--- src/design/ufb_pkg.sv ---
// Shared constants and types of the frame-format and baud-divisor block.
// Assumes a byte-wide I/O port with one shared location and one low-byte
// location, all on the one system clock.
package ufb_pkg;

    // ------------------------------------------------------------------
    // I/O locations
    // ------------------------------------------------------------------
    localparam logic [0:0] LOC_SHARED   = 1'h0;
    localparam logic [0:0] LOC_BAUD_LOW = 1'h1;

    // ------------------------------------------------------------------
    // Field positions in the frame-control and divisor-high bytes
    // ------------------------------------------------------------------
    localparam int REG_SEL_BIT    = 7;
    localparam int SYNC_BIT       = 6;
    localparam int PARITY_HI      = 5;
    localparam int PARITY_LO      = 4;
    localparam int STOP_BIT       = 3;
    localparam int SIZE_HI        = 2;
    localparam int SIZE_LO        = 1;
    localparam int POL_BIT        = 0;
    localparam int BAUD_HI_MSB    = 3;

    // ------------------------------------------------------------------
    // Reset values and encodings
    // ------------------------------------------------------------------
    localparam logic [6:0]  FRAME_RESET   = 7'h03 << 1;
    localparam logic [11:0] DIVISOR_RESET = 12'h000;
    localparam logic [1:0]  PAR_OFF       = 2'h0;
    localparam logic [1:0]  PAR_EVEN      = 2'h2;
    localparam logic [1:0]  PAR_ODD       = 2'h3;
    localparam logic [3:0]  OVERSAMPLE_NORMAL = 4'hf;
    localparam logic [3:0]  OVERSAMPLE_DOUBLE = 4'h7;
    localparam logic [3:0]  SIZE_DEFAULT  = 4'h8;

    // Decoded configuration handed to the shift paths.
    typedef struct packed {
        logic        sync_mode_select;
        logic [1:0]  parity_mode_field;
        logic        stop_bits_select;
        logic [3:0]  char_bits;
        logic        char_size_reserved;
        logic        clock_polarity_bit;
        logic [11:0] baud_divisor_value;
    } ufb_cfg_s;

endpackage

--- src/design/ufb_frame_baud.sv ---
// Frame-format and baud-divisor configuration with its baud prescaler,
// parity generation and parity check.
// Assumes the shift paths sit outside, run on clk and use the strobes here.
`timescale 1ns/10ps

module ufb_frame_baud (
    // Clock and reset
    input  wire logic             clk,
    input  wire logic             rst,
    // Byte-wide I/O port
    input  wire logic [0:0]       io_addr,
    input  wire logic             io_wr,
    input  wire logic             io_rd,
    input  wire logic [7:0]       io_wdata,
    output logic      [7:0]       io_rdata,
    // Bits held in the other control registers
    input  wire logic             double_speed_bit,
    input  wire logic             char_size_top_bit,
    // Configuration to the shift paths
    output ufb_pkg::ufb_cfg_s     cfg,
    // Baud timing
    output logic                  baud_tick,
    output logic                  bit_tick,
    output logic                  sync_clock_pin,
    output logic                  tx_change_strobe,
    output logic                  rx_sample_strobe,
    // Parity generation
    input  wire logic [8:0]       tx_data,
    output logic                  tx_parity_bit,
    // Parity check
    input  wire logic             rx_check,
    input  wire logic [8:0]       rx_data,
    input  wire logic             rx_parity_in,
    output logic                  parity_error_flag
);

    logic [6:0]  frame;
    logic [3:0]  baud_hi;
    logic [7:0]  baud_lo;
    logic [11:0] psc;
    logic [3:0]  phase;
    logic        prev_shared_rd;
    logic        wr_shared;
    logic        wr_low;
    logic        rd_shared;
    logic [8:0]  tx_mask;
    logic [8:0]  rx_mask;
    logic        rx_calc;

    // ------------------------------------------------------------------
    // Register writes
    // ------------------------------------------------------------------
    assign wr_shared = io_wr && (io_addr == ufb_pkg::LOC_SHARED);
    assign wr_low    = io_wr && (io_addr == ufb_pkg::LOC_BAUD_LOW);
    assign rd_shared = io_rd && (io_addr == ufb_pkg::LOC_SHARED);

    always_ff @(posedge clk) begin
        if (rst) begin
            frame <= ufb_pkg::FRAME_RESET;
        end else if (wr_shared && io_wdata[ufb_pkg::REG_SEL_BIT]) begin
            frame <= io_wdata[6:0];
        end
    end

    always_ff @(posedge clk) begin
        if (rst) begin
            baud_hi <= ufb_pkg::DIVISOR_RESET[11:8];
        end else if (wr_shared && !io_wdata[ufb_pkg::REG_SEL_BIT]) begin
            baud_hi <= io_wdata[ufb_pkg::BAUD_HI_MSB:0];
        end
    end

    always_ff @(posedge clk) begin
        if (rst) begin
            baud_lo <= ufb_pkg::DIVISOR_RESET[7:0];
        end else if (wr_low) begin
            baud_lo <= io_wdata;
        end
    end

    // ------------------------------------------------------------------
    // Register reads
    // ------------------------------------------------------------------
    // A lone read of the shared location yields the high byte; a read
    // in the cycle right after one yields frame control. Either read has
    // no side effect beyond arming that pairing.
    always_ff @(posedge clk) begin
        if (rst) begin
            prev_shared_rd <= 1'b0;
        end else begin
            prev_shared_rd <= rd_shared;
        end
    end

    always_ff @(posedge clk) begin
        if (rst) begin
            io_rdata <= 8'h00;
        end else if (rd_shared && prev_shared_rd) begin
            io_rdata <= {1'b1, frame};
        end else if (rd_shared) begin
            io_rdata <= {4'h0, baud_hi};
        end else if (io_rd) begin
            io_rdata <= baud_lo;
        end
    end

    // ------------------------------------------------------------------
    // Decoded configuration
    // ------------------------------------------------------------------
    always_comb begin
        cfg = '0;
        cfg.sync_mode_select   = frame[ufb_pkg::SYNC_BIT];
        cfg.parity_mode_field  = frame[ufb_pkg::PARITY_HI:ufb_pkg::PARITY_LO];
        cfg.stop_bits_select   = frame[ufb_pkg::STOP_BIT];
        cfg.clock_polarity_bit = frame[ufb_pkg::POL_BIT];
        cfg.baud_divisor_value = {baud_hi, baud_lo};
        case ({char_size_top_bit, frame[ufb_pkg::SIZE_HI:ufb_pkg::SIZE_LO]})
            3'h0: cfg.char_bits = 4'h5;
            3'h1: cfg.char_bits = 4'h6;
            3'h2: cfg.char_bits = 4'h7;
            3'h3: cfg.char_bits = 4'h8;
            3'h7: cfg.char_bits = 4'h9;
            default: begin
                // Reserved codes fall back to eight bits and are flagged.
                cfg.char_bits          = ufb_pkg::SIZE_DEFAULT;
                cfg.char_size_reserved = 1'b1;
            end
        endcase
    end

    // ------------------------------------------------------------------
    // Baud prescaler
    // ------------------------------------------------------------------
    // reload on low write
    always_ff @(posedge clk) begin
        if (rst) begin
            psc <= ufb_pkg::DIVISOR_RESET;
        end else if (wr_low) begin
            psc <= {baud_hi, io_wdata};
        end else if (psc == 12'h000) begin
            psc <= {baud_hi, baud_lo};
        end else begin
            psc <= psc - 12'h001;
        end
    end

    assign baud_tick = !wr_low && (psc == 12'h000);

    always_ff @(posedge clk) begin
        if (rst || wr_low) begin
            phase <= 4'h0;
        end else if (baud_tick) begin
            if (double_speed_bit && phase >= ufb_pkg::OVERSAMPLE_DOUBLE) begin
                phase <= 4'h0;
            end else begin
                phase <= phase + 4'h1;
            end
        end
    end

    assign bit_tick = baud_tick && !cfg.sync_mode_select
                      && (phase == (double_speed_bit
                          ? ufb_pkg::OVERSAMPLE_DOUBLE
                          : ufb_pkg::OVERSAMPLE_NORMAL));

    // ------------------------------------------------------------------
    // Synchronous clock and edge strobes
    // ------------------------------------------------------------------
    // The clock toggles on each prescaler tick, so one bit lasts two
    // ticks; the double-speed bit does not reach this path.
    always_ff @(posedge clk) begin
        if (rst || !cfg.sync_mode_select) begin
            sync_clock_pin <= 1'b0;
        end else if (baud_tick) begin
            sync_clock_pin <= !sync_clock_pin;
        end
    end

    assign tx_change_strobe = cfg.sync_mode_select && baud_tick
                              && (sync_clock_pin == cfg.clock_polarity_bit);
    assign rx_sample_strobe = cfg.sync_mode_select && baud_tick
                              && (sync_clock_pin != cfg.clock_polarity_bit);

    // ------------------------------------------------------------------
    // Parity
    // ------------------------------------------------------------------
    assign tx_mask = 9'h1ff >> (4'h9 - cfg.char_bits);
    assign rx_mask = tx_mask;
    assign rx_calc = ^(rx_data & rx_mask)
                     ^ (cfg.parity_mode_field == ufb_pkg::PAR_ODD);

    always_ff @(posedge clk) begin
        if (rst || !cfg.parity_mode_field[1]) begin
            tx_parity_bit <= 1'b0;
        end else begin
            tx_parity_bit <= ^(tx_data & tx_mask)
                ^ (cfg.parity_mode_field == ufb_pkg::PAR_ODD);
        end
    end

    always_ff @(posedge clk) begin
        if (rst) begin
            parity_error_flag <= 1'b0;
        end else begin
            parity_error_flag <= rx_check && cfg.parity_mode_field[1]
                                 && (rx_calc != rx_parity_in);
        end
    end

    // ------------------------------------------------------------------
    // Checks
    // ------------------------------------------------------------------
    property p_wr_frame;
        @(posedge clk) disable iff (rst)
        (wr_shared && io_wdata[7]) |=> (frame == $past(io_wdata[6:0]));
    endproperty
    a_wr_frame: assert property (p_wr_frame)
        else $error("frame control write lost");

    property p_wr_high;
        @(posedge clk) disable iff (rst)
        (wr_shared && !io_wdata[7]) |=>
            (baud_hi == $past(io_wdata[3:0])) && $stable(frame);
    endproperty
    a_wr_high: assert property (p_wr_high)
        else $error("high byte write misrouted");

    property p_rd_frame;
        @(posedge clk) disable iff (rst)
        (rd_shared && prev_shared_rd) |=> (io_rdata == {1'b1, frame});
    endproperty
    a_rd_frame: assert property (p_rd_frame)
        else $error("frame control read wrong");

    property p_rd_high;
        @(posedge clk) disable iff (rst)
        (rd_shared && !prev_shared_rd) |=> (io_rdata[7:4] == 4'h0);
    endproperty
    a_rd_high: assert property (p_rd_high)
        else $error("high byte read shows select set");

    property p_reload;
        @(posedge clk) disable iff (rst)
        wr_low |=> (psc == cfg.baud_divisor_value)
            && (baud_tick == (!wr_low && cfg.baud_divisor_value == 12'h000));
    endproperty
    a_reload: assert property (p_reload)
        else $error("prescaler not reloaded");

    property p_period;
        @(posedge clk) disable iff (rst)
        (baud_tick && cfg.baud_divisor_value == 12'h001 && !io_wr)
            ##1 !io_wr |-> !baud_tick ##1 (baud_tick || wr_low);
    endproperty
    a_period: assert property (p_period)
        else $error("prescaler period wrong");

    property p_sync_nobit;
        @(posedge clk) disable iff (rst)
        cfg.sync_mode_select |-> !bit_tick;
    endproperty
    a_sync_nobit: assert property (p_sync_nobit)
        else $error("bit tick in synchronous mode");

    property p_pol;
        @(posedge clk) disable iff (rst)
        (tx_change_strobe && !cfg.clock_polarity_bit) |=> sync_clock_pin;
    endproperty
    a_pol: assert property (p_pol)
        else $error("transmit edge wrong for polarity");

    property p_parity_err;
        @(posedge clk) disable iff (rst)
        (rx_check && cfg.parity_mode_field == ufb_pkg::PAR_EVEN
            && (^(rx_data & rx_mask) != rx_parity_in)) |=> parity_error_flag;
    endproperty
    a_parity_err: assert property (p_parity_err)
        else $error("parity mismatch not flagged");

    property p_parity_off;
        @(posedge clk) disable iff (rst)
        (cfg.parity_mode_field == ufb_pkg::PAR_OFF) |=>
            !tx_parity_bit && !parity_error_flag;
    endproperty
    a_parity_off: assert property (p_parity_off)
        else $error("parity active while disabled");

endmodule

--- config.mk ---
export PLATFORM = sky130hd
export DESIGN_NAME = ufb_frame_baud
export DESIGN_NICKNAME = d
export VERILOG_FILES = /design/src/design/ufb_pkg.sv /design/src/design/ufb_frame_baud.sv
export SDC_FILE = /design/constraint.sdc
export NUM_CORES = 1
export LEC_CHECK = 0
export ABC_AREA = 1
export BUFFER_PORTS_ARGS = -buffer_cell sky130_fd_sc_hd__buf_2
export CAP_MARGIN = 0
export CORE_MARGIN = 5
export CORE_UTILIZATION = 48
export DETAILED_ROUTE_END_ITERATION = 8
export PLACE_DENSITY = 0.79
export RECOVER_POWER = 25
export REMOVE_ABC_BUFFERS = 1
export SYNTH_ARGS = -nofsm -noshare
export SYNTH_HDL_FRONTEND = slang
export SYNTH_SLANG_ARGS = --single-unit
export TNS_END_PERCENT = 30
--- constraint.sdc ---
create_clock -name clk -period 2 [get_ports clk]
set_clock_uncertainty 0.05 [all_clocks]
set_input_delay 0.4 -clock clk [delete_from_list [all_inputs] [get_ports clk]]
set_output_delay 0.4 -clock clk [all_outputs]
set_load 0.1 [all_outputs]
==> results.toml <==
[outcome]
outcome = "finished with violations"
violations = "negative setup slack"

[clocking]
clock_sinks = 47
cts-root-buf = "clkbuf_8"
clk_path_buf_depth = 2
clk_pin_slew_ps = 90
cts_buffers = 5
htreeDepth = 2
ctsHoldBuffers = 0
cts_tree = "yes"
clock_latency_ps = 300

[worst_setup_path]
critPathTopFamily = "simple AND/OR/NAND/NOR gates"
start_kind = "flip-flop"
timing.rr.start = "frame[2]$_SDFFE_PP1P_"
critPathMaxFanout = 3
r2r_end = "parity_error_flag$_SDFF_PP0_"
critPathBufInv = 4
worstPathCellList = "inv_2 > ha_4 > nand4_1 > nor3b_2 > nand4_1 > buf_4 > nor3b_2 > buf_4 > buf_12"
cp-end-kind = "primary output"
cp_slowest_cell = "dfxtp_2"
reg2reg_slack_ps = -130
crit_arrival_ps = 2010
max_stage_delay_ps = 340
critical_path_cell_count = 9
cp.required_ps = 1550
reg2reg_depth = 14
startpoint = "psc[0]$_SDFF_PP0_"
endpoint = "tx_change_strobe"
critical_path_class = "reg -> out"

[route]
first_pass_iters = 4
remaining_drc_errors = 0
wirelength_mm = 7.995
drt-initial-drc-count = 239
vias_per_cell = 5.168
num_vias = 3173
ant_nets = 0
wl_per_cell_um = 13.02

[sta]
setup_violations = 6
slew_headroom_pct = 60.74
fmax_ghz = 0.4061
min_period_over_period_pct = 123.1
min_period_ps = 2462
report.final.hold_viol_count = 0
fin_tns_setup_ps = -1687
rsz0062_at_grt = "yes"
tightest_slew_ps = 588.9
slew_violations = 0
postLayoutSetupSlackWorst_ps = -462.4

[yosys]
ys_ff_latch = 47
syn_area_mm2 = 0.002860
yosysMostFrequentCell = "nand2_1"
async_flop_share_pct = 0
synth_top_area_share_pct = 32.90
synth-xor-area-share_pct = 3.062
synth_cell_types = 37
ys_seq_area_share_pct = 32.90
synth_compound_area_share_pct = 15.27
synthTopCellsByCount = "nand2_1, inv_1, dfxtp_1, a21oi_1, nand3_1"
synth_flop_cell = "dfxtp_1"
syn_inst = 430
synth_top_family_by_area = "simple AND/OR/NAND/NOR gates"
synthMuxAreaShare_pct = 0
synthTopCellsByArea = "dfxtp_1, nand2_1, inv_1, a21oi_1, nand3_1"
synthAdderAreaFrac_pct = 2.625
synthSimpleGateAreaFrac_pct = 35.91
synth_top_area_cell = "dfxtp_1"
syn_avg_cell_area_um2 = 6.652
synth-edff-count = 0
yosys_warnings = 0

[global_routing]
grt_pass1_wl_mm = 13.14
grt_pass1_vias = 2986
gr-total-overflow = 0
grt.total_usage_pct = 21.44
grt_max_degree = 16
antenna_found_initial = 0

[floorplanning]
start_util_pct = 48.89
num_rows = 28
fp.dieH_um = 87.20
io_pins = 72
core-area_mm2 = 0.005851
die_w_um = 87.20
die_area_mm2 = 0.007603

[layout]
layout.cells.non_filler = 614
drive_gt1_share_pct = 28.01
num_antenna_cells = 0
nets = 579
areaGrowthSynthToFinish_pct = 33.55
utilization_pct = 65.29
final_cell_area_mm2 = 0.003820

[power_and_ir_drop]
power_density_mw_per_mm2 = 1019
share_clk_of_total_power_pct = 14.4
leakage_uw = 0.001944
p_sw_uw = 1767
p_int_uw = 2126
p_sw_share_pct = 45.40
p_seq_share_pct = 31.0
peakVddDrop_uv = 770.3
power_frac_comb_pct = 54.6

[place]
dp_hpwl_mm = 6.319
placed_area_mm2 = 0.003650
placed_cells = 603
port_buffers = 71
gp_congestion = 0.8763

[run]
maxCapViolCount = 0

[worst_hold_path]
hp-class = "in -> reg"
-- layout by cell type (no fill, tap or decap), drive strengths merged, types with 2 or more instances in the layout --
cell	netlist	final
a21oi	36	36
a32o	2	2
buf	6	107
clkbuf	4	10
clkinv	4	5
dfxtp	47	47
ha	6	6
inv	54	54
nand2	135	135
nand3	38	38
nand4	9	9
nor2	30	30
nor3	4	4
nor3b	2	2
o211ai	3	3
o21ai	27	27
o22ai	4	4
xnor2	2	2
xor2	8	8
-- sequential cells by signal, indices dropped and copies added (netlist names) --
signal and count:
baud_lo 8, phase 4, tx_parity_bit 1, psc 12, io_rdata 8, parity_error_flag 1, baud_hi 4, frame 7
sync_clock_pin 1, prev_shared_rd 1
-- kinds of logic after synthesis --
| logic type | after synthesis |
|---|---|
| adder cells (fa/ha/maj) | 6 |
| flip-flops | 47 |
| buffers and inverters | 69 |
| AO/OA/AOI/OAI | 78 |
| XOR/XNOR | 10 |
| AND/OR/NAND/NOR | 220 |
-- layer usage --
| layer | global-route usage [%] | vias up | wire (um) |
|---|---|---|---|
| li1 | - | 1610 | - |
| met1 | 28.95 | 1443 | 3632 |
| met2 | 35.54 | 112 | 3665 |
| met3 | 4.163 | 8 | 622 |
| met4 | 4.603 | 0 | 74 |
| met5 | 0 | - | 0 |
-- power by group through the flow --
stage / clock, uW / sequential (uW) / combinational, uW
finish: 560 / 1210 / 2130
global route: 610 / 1220 / 2350
CTS: 573 / 1200 / 1980
detailed placement: 0 / 1220 / 1910
global placement: 0 / 1210 / 1860
floorplan: 0 / 1390 / 1150
-- worst min-delay path by stage --
stage | start | end | slack [ps] | cells after the start
3_3_place_gp | psc[0]$_SDFF_PP0_ | psc[0]$_SDFF_PP0_ | 400 | 1
3_5_place_dp | psc[0]$_SDFF_PP0_ | psc[0]$_SDFF_PP0_ | 420 | 1
4_1_cts | io_wdata[2] | frame[2]$_SDFFE_PP1P_ | 300 | 3
2_1_floorplan | psc[0]$_SDFF_PP0_ | psc[0]$_SDFF_PP0_ | 380 | 1
5_1_grt | io_wdata[4] | frame[4]$_SDFFE_PP0P_ | 320 | 3
6_report | io_wdata[2] | frame[2]$_SDFFE_PP1P_ | 310 | 3
-- through the flow --
step	hold slack, ps	power (uW)	setup WS, ps
4_1_cts	303.9	3758	-490.3
2_1_floorplan	376.0	2531	-4117
6_report	306.2	3893	-462.4
5_1_grt	315.3	4183	-590.2
3_5_place_dp	416.1	3132	-347.4
3_3_place_gp	404.2	3076	-256.7
-- tightest hold or removal path, stage by stage --
cell and delay [ps]:
buf_2 110, nand2_1 50, o211ai_1 60
-- final cells by class --
type | instances | area, um2
Clock buffer | 6 | 72.57
Clock inverter | 2 | 12.51
Fill cell | 503 | 2031
Inverter | 59 | 235.2
Multi-Input combinational cell | 314 | 1692
Sequential cell | 47 | 947.2
Tap cell | 75 | 93.84
Timing Repair Buffer | 111 | 767.0
-- timing repair --
action / in CTS / in global routing
buffers inserted: 1 / 2
resized for setup: 11 / 9
endpoints found under the setup margin: 6 / 8
pin swaps: 6 / 3
gates cloned: 0 / 0
Note: power is estimated with default switching activity, not from simulation.
